==> src/core/spi_pkg.sv <==
package spi_pkg;
   localparam int APB_DW = 32;
   // Register byte offsets.
   localparam logic [3:0] OFS_CONTROL = 4'h0;
   localparam logic [3:0] OFS_STATUS = 4'h4;
   localparam logic [3:0] OFS_DATA = 4'h8;
   // Control register bit positions.
   localparam int C_RXIE = 7;
   localparam int C_DMA_SELECT = 6;
   localparam int C_MSTR = 5;
   localparam int C_CPOL = 4;
   localparam int C_CPHA = 3;
   localparam int C_WOM = 2;
   localparam int C_EN = 1;
   localparam int C_TXIE = 0;
   // Status and control register bit positions.
   localparam int S_RXF = 7;
   localparam int S_ERROR_IRQ_ENABLE = 6;
   localparam int S_OVF = 5;
   localparam int S_MODE_FAULT_FLAG = 4;
   localparam int S_TXE = 3;
   localparam int S_MODE_FAULT_ENABLE = 2;
   localparam int S_RATE_HI = 1;
   localparam int S_RATE_LO = 0;
   // Reset values: master and clock phase set, transmit empty set.
   localparam logic [7:0] CONTROL_RST = 8'h28;
   localparam logic [7:0] STATUS_RST = 8'h08;
   // Half-period divisors of the serial clock for rate codes 0 to 3.
   localparam logic [7:0] DIV_0 = 8'h02;
   localparam logic [7:0] DIV_1 = 8'h08;
   localparam logic [7:0] DIV_2 = 8'h20;
   localparam logic [7:0] DIV_3 = 8'h80;
   localparam logic [2:0] LAST_BIT = 3'h7;
   // Synchronised input indices.
   localparam int IN_SCLK = 0;
   localparam int IN_MOSI = 1;
   localparam int IN_MISO = 2;
   localparam int IN_SS = 3;
   localparam int N_IN = 4;
endpackage

==> src/core/rate_if.sv <==
`timescale 1ns/1ns
interface rate_if;
   logic [1:0] rate_sel;
   logic run;
   logic tick;
   modport source (input rate_sel, input run, output tick);
   modport sink (output rate_sel, output run, input tick);
endinterface

==> src/core/spi_pins_control_status.sv <==
// Chosen here: the APB slave port and the address map.
`timescale 1ns/1ns
// Function
// - A byte is exchanged in exactly eight serial clock cycles, out and in.
// - Master drives the serial clock pin; slave takes it as input.
// - While enabled the block owns data-out and clock pin directions.
// - Slave always uses select as an input, never general I/O.
// - Select high: slave output floats, clock edges ignored, transfer dropped.
// - Master ignores select unless fault detection on, then input-only.
// - Receive enable gates receive-full requests; reset clears it.
// - DMA select reads zero and does nothing.
// - Master select: 1 master, 0 slave; reset selects master.
// - Polarity sets clock idle level; reset clears it.
// - Phase sets sampling relation; reset sets it.
// - Wired-OR mode makes clock and data pins open-drain, pull-ups off.
// - Enable turns block on; clearing it partially resets; reset clears.
// - Transmit enable gates transmit-empty requests; reset clears it.
// - Receive-full sets on byte arrival; status read then data read clears.
// - Error enable lets fault and overflow request interrupts.
// - Overflow: extra byte while full is dropped, held byte kept.
// - Overflow clears by status read then data read, or reset.
// - Fault sets on slave select rise mid-byte or master select low.
// - Fault clears by status read then control write, or reset.
// - Disabled: transmit-empty set, transfer aborted, shifter cleared.
// - Only a data register write clears transmit-empty.
// - Master rate codes select half-period divisor 2, 8, 32 or 128.
// - Master-in pin drives only as selected slave.
module spi_pins_control_status
   import spi_pkg::*;
#(
   parameter int ADDR_W = 12
) (
   input wire logic pclk,
   input wire logic presetn,
   input wire logic psel,
   input wire logic penable,
   input wire logic pwrite,
   input wire logic [ADDR_W-1:0] paddr,
   input wire logic [APB_DW-1:0] pwdata,
   output logic [APB_DW-1:0] prdata,
   output logic pready,
   output logic pslverr,
   input wire logic serial_clock_pin_i,
   output logic serial_clock_pin_o,
   output logic serial_clock_pin_oe,
   input wire logic mosi_i,
   output logic mosi_o,
   output logic mosi_oe,
   input wire logic miso_i,
   output logic miso_o,
   output logic miso_oe,
   input wire logic slave_select_n_i,
   output logic pins_owned,
   output logic select_owned,
   output logic pullup_en,
   output logic irq_rx_err,
   output logic irq_tx
);
   generate
      if (ADDR_W < 4) begin : g_bad_addr
         $error("ADDR_W must be at least 4");
      end
   endgenerate

   // Control fields.
   logic rx_full_irq_enable;
   logic master_select;
   logic cpol;
   logic cpha;
   logic wired_or_mode;
   logic module_enable;
   logic tx_empty_irq_enable;
   logic error_irq_enable;
   logic mode_fault_enable;
   logic rate_select_hi;
   logic rate_select_lo;
   // Flags and their two-step clear arming.
   logic rx_full_flag;
   logic overflow_flag;
   logic mode_fault_flag;
   logic tx_pending;
   logic rxf_armed;
   logic ovf_armed;
   logic mode_fault_flag_armed;
   // Data path.
   logic [7:0] tx_data;
   logic [7:0] rx_data;
   logic [7:0] shifter;
   logic [2:0] bit_count;
   logic busy;
   logic in_bit;
   logic data_out;
   logic sclk_q;
   // Synchronisers.
   logic [N_IN-1:0] pins_raw;
   logic [N_IN-1:0] sync1;
   logic [N_IN-1:0] sync2;
   logic sclk_d;
   logic ss_d;

   rate_if rate ();

   rate_divider u_div (
      .pclk(pclk),
      .presetn(presetn),
      .rate(rate.source)
   );

   assign pins_raw = {slave_select_n_i, miso_i, mosi_i, serial_clock_pin_i};

   genvar gi;
   generate
      for (gi = 0; gi < N_IN; gi++) begin : g_sync
         always_ff @(posedge pclk or negedge presetn) begin
            if (!presetn) begin
               sync1[gi] <= 1'b1;
               sync2[gi] <= 1'b1;
            end else begin
               sync1[gi] <= pins_raw[gi];
               sync2[gi] <= sync1[gi];
            end
         end
      end
   endgenerate

   always_ff @(posedge pclk or negedge presetn) begin
      if (!presetn) begin
         sclk_d <= 1'b1;
         ss_d <= 1'b1;
      end else begin
         sclk_d <= sync2[IN_SCLK];
         ss_d <= sync2[IN_SS];
      end
   end

   // Bus decode; the answer comes on the second access-phase cycle.
   logic access;
   logic commit;
   logic wr_ctrl;
   logic wr_stat;
   logic wr_data;
   logic rd_stat;
   logic rd_data;
   logic mapped;
   logic [3:0] ofs;

   assign ofs = paddr[3:0];
   assign mapped = (paddr[ADDR_W-1:4] == '0) &&
      (ofs == OFS_CONTROL || ofs == OFS_STATUS || ofs == OFS_DATA);
   assign access = psel && penable && !pready;
   assign commit = psel && penable && pready && mapped;
   assign wr_ctrl = commit && pwrite && ofs == OFS_CONTROL;
   assign wr_stat = commit && pwrite && ofs == OFS_STATUS;
   assign wr_data = commit && pwrite && ofs == OFS_DATA;
   assign rd_stat = commit && !pwrite && ofs == OFS_STATUS;
   assign rd_data = commit && !pwrite && ofs == OFS_DATA;

   logic [7:0] control_view;
   logic [7:0] status_view;

   always_comb begin
      control_view = 8'h00;
      control_view[C_RXIE] = rx_full_irq_enable;
      control_view[C_DMA_SELECT] = 1'b0;
      control_view[C_MSTR] = master_select;
      control_view[C_CPOL] = cpol;
      control_view[C_CPHA] = cpha;
      control_view[C_WOM] = wired_or_mode;
      control_view[C_EN] = module_enable;
      control_view[C_TXIE] = tx_empty_irq_enable;
      status_view = 8'h00;
      status_view[S_RXF] = rx_full_flag;
      status_view[S_ERROR_IRQ_ENABLE] = error_irq_enable;
      status_view[S_OVF] = overflow_flag;
      status_view[S_MODE_FAULT_FLAG] = mode_fault_flag;
      status_view[S_TXE] = !tx_pending;
      status_view[S_MODE_FAULT_ENABLE] = mode_fault_enable;
      status_view[S_RATE_HI] = rate_select_hi;
      status_view[S_RATE_LO] = rate_select_lo;
   end

   always_ff @(posedge pclk or negedge presetn) begin
      if (!presetn) begin
         pready <= 1'b0;
         pslverr <= 1'b0;
         prdata <= 32'h0000_0000;
      end else begin
         pready <= access;
         pslverr <= access && !mapped;
         if (access && !pwrite && mapped) begin
            case (ofs)
               OFS_CONTROL: prdata <= {24'h00_0000, control_view};
               OFS_STATUS: prdata <= {24'h00_0000, status_view};
               OFS_DATA: prdata <= {24'h00_0000, rx_data};
               default: prdata <= 32'h0000_0000;
            endcase
         end else if (access) begin
            prdata <= 32'h0000_0000;
         end
      end
   end

   // Transfer events.
   logic is_master;
   logic is_slave;
   logic ss_low;
   logic lead_ev;
   logic trail_ev;
   logic start;
   logic done;
   logic master_fault;
   logic slave_fault;
   logic sclk_rise;
   logic sclk_fall;
   logic sclk_q_lead_done;
   logic samp_bit;
   logic [1:0] late_valid;
   logic [1:0] late_last;
   logic [7:0] late_shift;

   assign is_master = module_enable && master_select;
   assign sclk_q_lead_done = sclk_q != cpol;
   assign samp_bit = is_master ? sync2[IN_MISO] : sync2[IN_MOSI];
   assign is_slave = module_enable && !master_select;
   assign ss_low = !sync2[IN_SS];
   assign sclk_rise = sync2[IN_SCLK] && !sclk_d;
   assign sclk_fall = !sync2[IN_SCLK] && sclk_d;
   assign rate.rate_sel = {rate_select_hi, rate_select_lo};
   assign rate.run = is_master && busy;

   always_comb begin
      if (is_master) begin
         lead_ev = rate.tick && busy && !sclk_q_lead_done;
         trail_ev = rate.tick && busy && sclk_q_lead_done;
      end else if (is_slave && ss_low) begin
         // Leading edge leaves the idle level that polarity fixes.
         lead_ev = cpol ? sclk_fall : sclk_rise;
         trail_ev = cpol ? sclk_rise : sclk_fall;
      end else begin
         lead_ev = 1'b0;
         trail_ev = 1'b0;
      end
   end

   always_comb begin
      if (is_master) begin
         start = !busy && tx_pending && !wr_data;
      end else if (is_slave && !busy) begin
         // Phase 0 starts on the select fall, phase 1 on the first edge.
         start = cpha ? lead_ev : (ss_low && ss_d);
      end else begin
         start = 1'b0;
      end
   end

   assign done = is_master ? late_valid[1] && late_last[1] :
      trail_ev && busy && bit_count == LAST_BIT;
   assign master_fault = is_master && mode_fault_enable && ss_low;
   assign slave_fault = is_slave && mode_fault_enable && busy &&
      !ss_low && !ss_d;

   // A master's data-in comes back three cycles late through the pin
   // register and synchroniser, so it is sampled two cycles after the edge.
   always_ff @(posedge pclk or negedge presetn) begin
      if (!presetn) begin
         late_valid <= 2'h0;
         late_last <= 2'h0;
         late_shift <= 8'h00;
      end else if (!is_master) begin
         late_valid <= 2'h0;
         late_last <= 2'h0;
      end else begin
         late_valid <= {late_valid[0], busy && (cpha ? trail_ev : lead_ev)};
         late_last <= {late_last[0], bit_count == LAST_BIT};
         if (late_valid[1]) begin
            late_shift <= {late_shift[6:0], samp_bit};
         end
      end
   end

   // Control register and the enable, which a master fault drops.
   always_ff @(posedge pclk or negedge presetn) begin
      if (!presetn) begin
         rx_full_irq_enable <= CONTROL_RST[C_RXIE];
         master_select <= CONTROL_RST[C_MSTR];
         cpol <= CONTROL_RST[C_CPOL];
         cpha <= CONTROL_RST[C_CPHA];
         wired_or_mode <= CONTROL_RST[C_WOM];
         module_enable <= CONTROL_RST[C_EN];
         tx_empty_irq_enable <= CONTROL_RST[C_TXIE];
      end else begin
         if (wr_ctrl) begin
            rx_full_irq_enable <= pwdata[C_RXIE];
            master_select <= pwdata[C_MSTR];
            cpol <= pwdata[C_CPOL];
            cpha <= pwdata[C_CPHA];
            wired_or_mode <= pwdata[C_WOM];
            module_enable <= pwdata[C_EN];
            tx_empty_irq_enable <= pwdata[C_TXIE];
         end
         // A second master on the bus forces this one off the pins.
         if (master_fault) begin
            module_enable <= 1'b0;
         end
      end
   end

   always_ff @(posedge pclk or negedge presetn) begin
      if (!presetn) begin
         error_irq_enable <= STATUS_RST[S_ERROR_IRQ_ENABLE];
         mode_fault_enable <= STATUS_RST[S_MODE_FAULT_ENABLE];
         rate_select_hi <= STATUS_RST[S_RATE_HI];
         rate_select_lo <= STATUS_RST[S_RATE_LO];
      end else if (wr_stat) begin
         error_irq_enable <= pwdata[S_ERROR_IRQ_ENABLE];
         mode_fault_enable <= pwdata[S_MODE_FAULT_ENABLE];
         rate_select_hi <= pwdata[S_RATE_HI];
         rate_select_lo <= pwdata[S_RATE_LO];
      end
   end

   // Flags: clears are written first so that a set in the same cycle wins.
   always_ff @(posedge pclk or negedge presetn) begin
      if (!presetn) begin
         rx_full_flag <= 1'b0;
         overflow_flag <= 1'b0;
         mode_fault_flag <= 1'b0;
         rxf_armed <= 1'b0;
         ovf_armed <= 1'b0;
         mode_fault_flag_armed <= 1'b0;
         rx_data <= 8'h00;
      end else begin
         if (rd_stat) begin
            rxf_armed <= rx_full_flag;
            ovf_armed <= overflow_flag;
            mode_fault_flag_armed <= mode_fault_flag;
         end
         if (rd_data) begin
            if (rxf_armed) begin
               rx_full_flag <= 1'b0;
            end
            if (ovf_armed) begin
               overflow_flag <= 1'b0;
            end
            rxf_armed <= 1'b0;
            ovf_armed <= 1'b0;
         end
         if (wr_ctrl) begin
            if (mode_fault_flag_armed) begin
               mode_fault_flag <= 1'b0;
            end
            mode_fault_flag_armed <= 1'b0;
         end
         if (done) begin
            if (rx_full_flag && !(rd_data && rxf_armed)) begin
               overflow_flag <= 1'b1;
            end else begin
               rx_data <= is_master ? {late_shift[6:0], samp_bit} :
                  {shifter[6:0], cpha ? samp_bit : in_bit};
               rx_full_flag <= 1'b1;
            end
         end
         if (master_fault || slave_fault) begin
            mode_fault_flag <= 1'b1;
         end
      end
   end

   // Transmit holding register.
   always_ff @(posedge pclk or negedge presetn) begin
      if (!presetn) begin
         tx_pending <= 1'b0;
         tx_data <= 8'h00;
      end else begin
         if (wr_data) begin
            tx_data <= pwdata[7:0];
         end
         if (!module_enable) begin
            tx_pending <= 1'b0;
         end else if (wr_data) begin
            tx_pending <= 1'b1;
         end else if (start && tx_pending) begin
            tx_pending <= 1'b0;
         end
      end
   end

   // Shift engine shared by both roles.

   always_ff @(posedge pclk or negedge presetn) begin
      if (!presetn) begin
         shifter <= 8'h00;
         bit_count <= 3'h0;
         busy <= 1'b0;
         in_bit <= 1'b0;
         data_out <= 1'b0;
      end else if (!module_enable || (is_slave && !ss_low)) begin
         // Disabling or deselecting abandons the byte in flight.
         shifter <= module_enable ? shifter : 8'h00;
         bit_count <= 3'h0;
         busy <= 1'b0;
         data_out <= module_enable ? data_out : 1'b0;
      end else begin
         if (start) begin
            busy <= 1'b1;
            bit_count <= 3'h0;
            if (tx_pending) begin
               shifter <= tx_data;
               data_out <= tx_data[7];
            end else begin
               data_out <= shifter[7];
            end
         end
         if (lead_ev && (busy || start)) begin
            if (cpha) begin
               data_out <= start && tx_pending ? tx_data[7] : shifter[7];
            end else begin
               in_bit <= samp_bit;
            end
         end
         if (trail_ev && busy) begin
            shifter <= {shifter[6:0], cpha ? samp_bit : in_bit};
            if (!cpha) begin
               data_out <= shifter[6];
            end
            bit_count <= bit_count + 3'h1;
            if (bit_count == LAST_BIT) begin
               busy <= 1'b0;
            end
         end
      end
   end

   // Master serial clock: toggles once per divided half period.
   always_ff @(posedge pclk or negedge presetn) begin
      if (!presetn) begin
         sclk_q <= 1'b0;
      end else if (!is_master || !busy) begin
         sclk_q <= cpol;
      end else if (rate.tick) begin
         sclk_q <= !sclk_q;
      end
   end

   // Pin drive, registered; wired-OR only ever pulls low.
   logic drv_sclk;
   logic drv_mosi;
   logic drv_miso;
   assign drv_sclk = is_master;
   assign drv_mosi = is_master;
   assign drv_miso = is_slave && ss_low;

   always_ff @(posedge pclk or negedge presetn) begin
      if (!presetn) begin
         serial_clock_pin_o <= 1'b0;
         serial_clock_pin_oe <= 1'b0;
         mosi_o <= 1'b0;
         mosi_oe <= 1'b0;
         miso_o <= 1'b0;
         miso_oe <= 1'b0;
         pins_owned <= 1'b0;
         select_owned <= 1'b0;
         pullup_en <= 1'b1;
         irq_rx_err <= 1'b0;
         irq_tx <= 1'b0;
      end else begin
         serial_clock_pin_o <= wired_or_mode ? 1'b0 : sclk_q;
         serial_clock_pin_oe <= drv_sclk && (!wired_or_mode || !sclk_q);
         mosi_o <= wired_or_mode ? 1'b0 : data_out;
         mosi_oe <= drv_mosi && (!wired_or_mode || !data_out);
         miso_o <= wired_or_mode ? 1'b0 : data_out;
         miso_oe <= drv_miso && (!wired_or_mode || !data_out);
         pins_owned <= module_enable;
         select_owned <= is_slave ||
            (is_master && mode_fault_enable);
         pullup_en <= !wired_or_mode;
         irq_rx_err <= (rx_full_irq_enable && rx_full_flag) ||
            (error_irq_enable && (overflow_flag || mode_fault_flag));
         irq_tx <= tx_empty_irq_enable && !tx_pending &&
            module_enable;
      end
   end
endmodule

==> src/core/rate_divider.sv <==
`timescale 1ns/1ns
module rate_divider
   import spi_pkg::*;
(
   input wire logic pclk,
   input wire logic presetn,
   rate_if.source rate
);
   logic [7:0] count;
   logic [7:0] divisor;

   always_comb begin
      case (rate.rate_sel)
         2'h0: divisor = DIV_0;
         2'h1: divisor = DIV_1;
         2'h2: divisor = DIV_2;
         default: divisor = DIV_3;
      endcase
   end

   // The count restarts whenever the engine is idle, so the first
   // half period of a byte is always a full one.
   always_ff @(posedge pclk or negedge presetn) begin
      if (!presetn) begin
         count <= 8'h00;
         rate.tick <= 1'b0;
      end else if (!rate.run) begin
         count <= 8'h00;
         rate.tick <= 1'b0;
      end else if (count == divisor - 8'h01) begin
         count <= 8'h00;
         rate.tick <= 1'b1;
      end else begin
         count <= count + 8'h01;
         rate.tick <= 1'b0;
      end
   end
endmodule

==> config.mk <==
export PLATFORM = sky130hd
export DESIGN_NAME = spi_pins_control_status
export DESIGN_NICKNAME = d
export VERILOG_FILES = /design/src/core/spi_pkg.sv /design/src/core/rate_if.sv /design/src/core/spi_pins_control_status.sv /design/src/core/rate_divider.sv
export SDC_FILE = /design/constraint.sdc
export NUM_CORES = 1
export LEC_CHECK = 0
export BUFFER_PORTS_ARGS = -buffer_cell sky130_fd_sc_hd__buf_2
export CAP_MARGIN = 40
export CORE_UTILIZATION = 40
export DETAILED_ROUTE_END_ITERATION = 10
export PLACE_DENSITY = 0.67
export SYNTH_ARGS = -nofsm -noshare
export SYNTH_HDL_FRONTEND = slang
export SYNTH_SLANG_ARGS = --single-unit
export TNS_END_PERCENT = 5
==> constraint.sdc <==
create_clock -name pclk -period 4.6 [get_ports pclk]
set_input_delay 1.15 -clock pclk [delete_from_list [all_inputs] [get_ports pclk]]
set_output_delay 1.15 -clock pclk [all_outputs]
set_load 0.02 [all_outputs]
# Yosys cells after proc, flatten, opt, wreduce, memory -nomap -nowiden
# Cells that the tools add are included.
# word_totals
register_bits,123
latchBits,0
mem_bits_rw,0
mem_bits_ro,0
inputBits,53
out_inout_bits,45
word_cells,236
n_memories,0
# op_classes
add_sub_neg,3
multipliers,0
n_div,0
n_lt_le_gt_ge,0
eq_ne,9
n_shift,0
mux,71
bitwise,3
reduce_logical,96
# ops
cell,n
$mux W32,2
$mux W8,8
$mux W1,54
$logic_and A1 B1 Y1,50
$pmux W8 S3,2
$logic_not A1 Y1,18
$reduce_bool A2 Y1,7
$logic_or A1 B1 Y1,11
$mux W3,3
$add A8 B1 Y8 const B,1
$eq A8 B8 Y1,1
$logic_not A8 Y1,1
$sub A8 B1 Y8 const B,1
$reduce_and A2 Y1,3
$reduce_and A3 Y1,2
$reduce_bool A3 Y1,2
$eq A4 B3 Y1 const B,1
$eq A4 B4 Y1 const B,1
$logic_not A4 Y1,1
$mux W2,2
$add A3 B1 Y3 const B,1
$eq A3 B3 Y1 const B,1
$ne A3 B1 Y1 const B,1
$not A1 Y1,3
other kinds (5),5

# Depth between registers and ports, before layout
# Gate-level depths: netlist of run 1.
# logic_depth
word_depth,17
ltp_mapped,8
ltp_nobuf,6

# By module
# From an unflattened synthesis of run 1, not the netlist that was laid out.
# unflattened
cells_unflattened,423
area_unflattened_um2,4683.2
# by_module_without_submodules
mod,n_inst,cells_each,area_each_um2,seq_area_each_um2
spi_pins_control_status,1,373,4190.3,2268.4
rate_divider,1,50,493.0,225.2

# Worst setup path after synthesis of run 1
# No wires, ideal clock.
# synth_path
path_kind,input port to flip-flop
start,input paddr[5]
end,register rx_data[0]
arrival_ns,2.608
required_time_ns,4.475
slack_ns,1.866
path_stages,7
n_path_buf,1
path_cell_list,nor4_4 -> nand3_1 -> and4bb_4 -> a31o_4 -> nand2b_2 -> buf_6 -> mux2_4
# synth_between
elab_chain_cells,10
# synth_rtl
element,line,text
start: declaration,spi_pins_control_status.sv:38,"input wire logic [ADDR_W-1:0] paddr,"
$logic_not A8 Y1,spi_pins_control_status.sv:148,assign mapped = (paddr[ADDR_W-1:4] == '0) &&
$logic_and A1 B1 Y1,spi_pins_control_status.sv:148,
$logic_and A1 B1 Y1,spi_pins_control_status.sv:151,assign commit = psel && penable && pready && mapped;
$logic_and A1 B1 Y1 (2 in a row),spi_pins_control_status.sv:156,assign rd_data = commit && !pwrite && ofs == OFS_DATA;
$logic_and A1 B1 Y1,spi_pins_control_status.sv:355,if (rx_full_flag && !(rd_data && rxf_armed)) begin
$logic_not A1 Y1,spi_pins_control_status.sv:355,
$logic_and A1 B1 Y1,spi_pins_control_status.sv:355,
$not A1 Y1 (no line),n/a,
$reduce_and A2 Y1 (no line),n/a,
end signal: assignment,spi_pins_control_status.sv:358,"rx_data <= is_master ? {late_shift[6:0], samp_bit} :"
end: declaration,spi_pins_control_status.sv:87,logic [7:0] rx_data;
# Every way passes these cells.
# A chain may end at the register's enable or synchronous reset.

# Worst setup path in the final report of run 1
# layout_path
start,input paddr[2]
end,register rate_select_lo
# layout_between
elab_chain_cells,7
elab_cells_between_ends,9
# layout_rtl
element,line,text
$eq A4 B3 Y1 / $logic_not A4 Y1 (equally long branches),"spi_pins_control_status.sv:149, spi_pins_control_status.sv:153",
$logic_or A1 B1 Y1 (2 in a row),spi_pins_control_status.sv:149,(ofs == OFS_CONTROL || ofs == OFS_STATUS || ofs == OFS_DATA);
$logic_and A1 B1 Y1,spi_pins_control_status.sv:148,
$logic_and A1 B1 Y1,spi_pins_control_status.sv:151,
$logic_and A1 B1 Y1,spi_pins_control_status.sv:153,assign wr_stat = commit && pwrite && ofs == OFS_STATUS;
$logic_and A1 B1 Y1 *,spi_pins_control_status.sv:153,
end signal: assignment,spi_pins_control_status.sv:313,rate_select_lo <= STATUS_RST[S_RATE_LO];
end signal: assignment,spi_pins_control_status.sv:318,rate_select_lo <= pwdata[S_RATE_LO];
end: declaration,spi_pins_control_status.sv:76,logic rate_select_lo;
# Mark *: on every way between the ends. The rest lies on a longest branch, timed or not.

==> results of run 1 <==
==> cells in the mapped netlist (2+ instances only) <==
master,n,area [um^2]
dfrtp_1,86,2150
nand2_1,52,195
buf_4,26,195
o21ai_0,24,120
mux2_2,22,248
nor2_1,22,82.6
a21oi_1,16,80.1
dfstp_2,13,342
a22o_1,12,105
inv_1,12,45.0
nand3_1,11,55.1
mux2i_1,9,90.1
a2bb2oi_1,8,70.1
mux2_4,8,120
and3_1,7,43.8
clkbuf_1,6,22.5
xnor2_1,6,52.6
a31oi_1,5,31.3
nor3_1,5,25.0
a32o_1,4,40.0
nand4_1,4,25.0
buf_2,3,15.0
ha_1,3,37.5
nor2b_1,3,18.8
nor3b_1,3,22.5
o22ai_1,3,18.8
xor2_1,3,26.3
a211oi_1,2,15.0
and2_1,2,12.5
and3b_1,2,17.5
buf_6,2,22.5
nand3b_1,2,15.0
nor4_1,2,12.5
nor4_4,2,42.5
o21a_1,2,15.0
o21bai_1,2,15.0
==> report_power, final <==
part | internal [mW] | switching (mW) | total, mW
clock | 0.411 | 0.312 | 0.724
sequential | 0.889 | 0.0114 | 0.900
combinational | 0.0287 | 0.0620 | 0.0908
total | 1.33 | 0.386 | 1.71
==> registers in the layout, indices dropped and copies added (netlist names), 2 cells and up <==
register     count
late_last        2
sync2            4
tx_data          8
rx_data          8
u_div.count      8
late_valid       2
prdata           8
shifter          8
sync1            4
bit_count        3
late_shift       7
==> logic make-up after synthesis <==
family / count (synthesis) / synth area share (%)
other cells: 1 / 0.0801
flops: 99 / 53.3
fa+ha+maj: 3 / 0.802
simple gates: 129 / 15.0
buf+inv: 50 / 6.49
mux: 39 / 9.78
xor+xnor: 9 / 1.68
compound gates: 88 / 12.9
==> worst paths after layout <==
check                               from              to  cells after the start
max                             paddr[2]  rate_select_lo                      5
min                             sync1[2]        sync2[2]                      0
max reg2reg                module_enable      rx_data[5]                      5
min reg2reg                     sync1[2]        sync2[2]                      0
max in group asynchronous        presetn       pullup_en                      2
min in group asynchronous        presetn            busy                      1
==> metrics by stage <==
stage / hold WS [ns] / instances / cell area, um^2 / util, % / worst slack [ns]
finish: 0.353 / 617 / 5290 / 46.3 / 1.59
global route: 0.357 / 617 / 5290 / 46.3 / 1.47
CTS: 0.354 / 617 / 5290 / 46.3 / 1.60
detailed placement: 0.347 / 601 / 5000 / 43.8 / 1.24
global placement: 0.347 / 599 / 4970 / 43.5 / 1.29
floorplan: 0.345 / 441 / 4770 / - / 1.87
==> metal layers <==
metal  vias to the layer above  wire length (um)  track usage [%]
met5                         -                 0                0
met4                         0               238             7.80
met3                        15               537             3.64
met2                       105              4880             28.2
met1                      1591              4450             24.5
li1                       1545                 -                -
==> worst max-delay path, cell delays in order <==
cell,delay [ns]
buf_2,0.27
nor2b_1,0.49
inv_1,0.21
nor3_1,0.69
mux2_2,0.42
==> layout by cell type, fill, tap and decap left out, types with 7 or more instances in the layout <==
master	instances
dfrtp_1	86
nand2_1	52
buf_2	49
o21ai_0	24
conb_1	24
nor2_1	22
mux2_2	22
a21oi_1	16
dfstp_2	13
inv_1	12
a22o_1	12
nand3_1	11
mux2i_1	9
clkbuf_16	9
mux2_4	8
a2bb2oi_1	8
and3_1	7
==> cell type report <==
| type | count | share of cell area [%] |
|---|---|---|
| Sequential cell | 99 | 47.1 |
| Inverter | 12 | 0.851 |
| Tap cell | 143 | 3.38 |
| Clock inverter | 3 | 0.402 |
| Clock buffer | 13 | 5.11 |
| Timing Repair Buffer | 55 | 5.87 |
| Multi-Input combinational cell | 292 | 37.3 |
==> impl_metrics.ini, run 1 <==
[floorplan]
ioPinCount = 98
die_area_mm2 = 0.0121
start_util_pct = 41.0
dieWidth_um = 110
die_h_um = 110
core_mm2 = 0.0114
num_rows = 39

[placed_design]
port_buffers = 49
gp_congestion = 0.912
place_hpwl_mm = 7.30

[final_layout]
multi_input_area_mm2 = 0.00197
drive_gt1_share_pct = 25.9
antenna_cells = 0
regArea_mm2 = 0.00249
area_growth_pct = 13.0
fillers = 1069
nNetsFinal = 525

[timing]
slew_viol_final = 0
fin_setup_tns_ns = 0
max-slew-margin-rel_pct = 41.7
final.min_clock_period_ns = 3.01
rsz0062_at_grt = no
worst_pin_slew_ns = 0.860
skew_ns = 0.00907
setup_viol = 0
fmax_ghz = 0.332
period_share_pct = 65.4
final_hold_viol_count = 0

[detailed_routing]
vias_per_cell = 5.28
drt-pass1-iter-count = 5
final_antenna_net_count = 0
vias = 3256
drt_iter0_markers = 211
drc_errors = 0
drt-total-wl_mm = 10.1
wire_per_inst_um = 16.4

[outcome]
outcome = complete, no violations

[global_routing]
antenna_found_initial = 0
grt_usage_pct = 18.1
grt_max_degree = 58
grt_pass1_vias = 3085
overflow = 0
grt_pass1_wl_mm = 16.2

[synthesis]
syn_area_mm2 = 0.00468
synth_edf_count = 0
ys_seq_area_share_pct = 53.3
synth_ff_type = dfrtp_1
synth_seq_cells = 99
syn_avg_cell_area_um2 = 11.2
yosys_warnings = 0
async_flop_share_pct = 100
ys_types = 60
syn-instance-count = 418

[setup_path]
worstPathRequired_ns = 4.83
rrSetupSlack_ns = 2.22
critPathLaunchType = primary input
cp-end-kind = flop
arrival_ns = 3.23
crit_fanout = 15
crit_type = primary input to flop

[cts]
cts_htree_levels = 3
ctsResizeCount = 0
clk_latency_ns = 0.34
cts_buffer_depth = 2
cts_hold_buf = 0
cts_sinks = 99
cts_made_buffers = 9
post_cts_buffers = 0
clkTransAtPathRegs_ns = 0.06
cts_tree = done
cts_root_buf = clkbuf_16

[hold_path]
hold_path.class = flop to flop

[power]
power_mw = 1.71
ir_worst_vdd_v = 0.000161
p_per_area_mw_per_mm2 = 324
cellLeakagePower_nw = 2.62

[flow_run]
drv_cap = 0
Power figures use the tool's default switching activity.
==> run 2: changes to the inputs <==
==> constraint.sdc (replaced) <==
create_clock -name pclk -period 3 [get_ports pclk]
set_input_delay 0.75 -clock pclk [delete_from_list [all_inputs] [get_ports pclk]]
set_output_delay 0.75 -clock pclk [all_outputs]
set_load 0.02 [all_outputs]
==> impl_metrics.ini, run 2 (same netlist as run 1, synthesis figures left out) <==
[cts]
cts_sinks = 99
ctsResizeCount = 0
cts_htree_levels = 3
post_cts_buffers = 0
cts_tree = done
clk_latency_ns = 0.34
cts_made_buffers = 9
clkTransAtPathRegs_ns = 0.06
cts_hold_buf = 0
cts_root_buf = clkbuf_16
cts_buffer_depth = 2

[final_layout]
area_growth_pct = 15.0
fin_cells = 623
postLayoutCoreUtil_pct = 47.1
finalInstanceArea_mm2 = 0.00538
mostFrequentLayoutCell = dfrtp_1
multi_input_area_mm2 = 0.00197
final_cell_mix = dfrtp_1, nand2_1, buf_2, o21ai_0, conb_1
fillers = 1044
antenna_cells = 0
regArea_mm2 = 0.00249
nNetsFinal = 531
drive_gt1_share_pct = 26.7

[detailed_routing]
vias = 3372
vias_per_cell = 5.41
drt-total-wl_mm = 10.4
drt_iter0_markers = 173
final_antenna_net_count = 0
drc_errors = 0
drt-pass1-iter-count = 5
wire_per_inst_um = 16.7

[placed_design]
placedCellCount = 607
gp_congestion = 0.872
place_ws_ns = 0.369
port_buffers = 49
placed_area_mm2 = 0.00504
place_hpwl_mm = 7.51

[setup_path]
ff2ff_path_depth = 7
r2r_end = shifter[3]
crit_type = flop to flop
critPathLaunchType = flop
worstPathRequired_ns = 3.22
cp-end-kind = flop
arrival_ns = 2.59
crit_fanout = 12
r2r_start = sclk_d
rrSetupSlack_ns = 0.63

[global_routing]
overflow = 0
grt_pass1_wl_mm = 16.5
grt_pass1_vias = 3213
grt_usage_pct = 18.3
grt_max_degree = 63
antenna_found_initial = 0

[power]
ir_worst_vdd_v = 0.000268
cellLeakagePower_nw = 2.67
p_per_area_mw_per_mm2 = 527

[timing]
skew_ns = 0.00707
slew_viol_final = 0
fin_setup_tns_ns = 0
fmax_ghz = 0.421
final_hold_viol_count = 0
final.min_clock_period_ns = 2.37
setup_viol = 0
rsz0062_at_grt = no
period_share_pct = 79.1
setup_slack_ns = 0.626
worst_pin_slew_ns = 0.878
max-slew-margin-rel_pct = 40.6

[floorplan]
num_rows = 39
ioPinCount = 98
core_mm2 = 0.0114
die_area_mm2 = 0.0121
dieWidth_um = 110
die_h_um = 110
start_util_pct = 41.0

[hold_path]
hold_depth = 0
worstHoldStart = sync1[0]
hold_path.class = flop to flop
worstHoldEndpoint = sync2[0]

[flow_run]
drv_cap = 0

[outcome]
outcome = complete, no violations
[run 2: changes by cell type in the layout (fill, tap and decap cells not counted)]
cell	change
buf_4	+7
bufinv_16	+3
clkbuf_8	-2
buf_12	+1
buf_16	-1
buf_2	-1
clkbuf_1	+1
clkinv_2	-1
clkinv_4	-1
[run 2: report_power, final]
group / switching (mW) / total, mW / internal, mW
clock: 0.479 / 1.32 / 0.838
sequential: 0.0188 / 1.38 / 1.36
combinational: 0.0973 / 0.141 / 0.0438
total: 0.595 / 2.84 / 2.24
[run 2: metal layers]
layer  global-route usage (%)  up-vias  share of wire [%]
met5                        0        -                  0
met4                     8.27        0                2.6
met3                     3.12       20                5.8
met2                     30.8      134                 49
met1                     23.1     1662                 42
li1                         -     1556                  -
[run 2: worst max path at each step]
| stage | endpoint | slack, ns | from |
|---|---|---|---|
| after global routing | shifter[3] | 0.53 | sclk_d |
| after global placement | rx_data[0] | 0.41 | paddr[5] |
| after floorplan | rx_data[0] | 0.67 | paddr[5] |
| after CTS | shifter[3] | 0.63 | sclk_d |
| after detailed placement | rx_data[4] | 0.37 | paddr[5] |
| final | shifter[3] | 0.63 | sclk_d |
[run 2: per-stage QoR]
step	power [mW]	hold slack [ns]
after floorplan	1.50	0.345
after CTS	2.87	0.357
final	2.84	0.356
after global placement	1.54	0.347
after detailed placement	1.55	0.348
after global routing	2.94	0.355
[run 2: layout make-up]
| type | count | area share [%] |
|---|---|---|
| sequential | 99 | 46.3 |
| multi-input combinational | 292 | 36.6 |
| timing repair buffer | 61 | 6.51 |
| clock buffer | 12 | 4.58 |
| tap | 143 | 3.32 |
| clock inverter | 4 | 1.81 |
| inverter | 12 | 0.837 |
[run 2: worst max-delay path: stages, from the launching register on]
cell       delay [ns]
dfstp_2          0.55
and3b_1          0.17
o211a_1          0.24
o21bai_1         0.18
buf_4            0.20
nor2_1           0.46
nand2_2          0.25
a2bb2oi_1        0.20
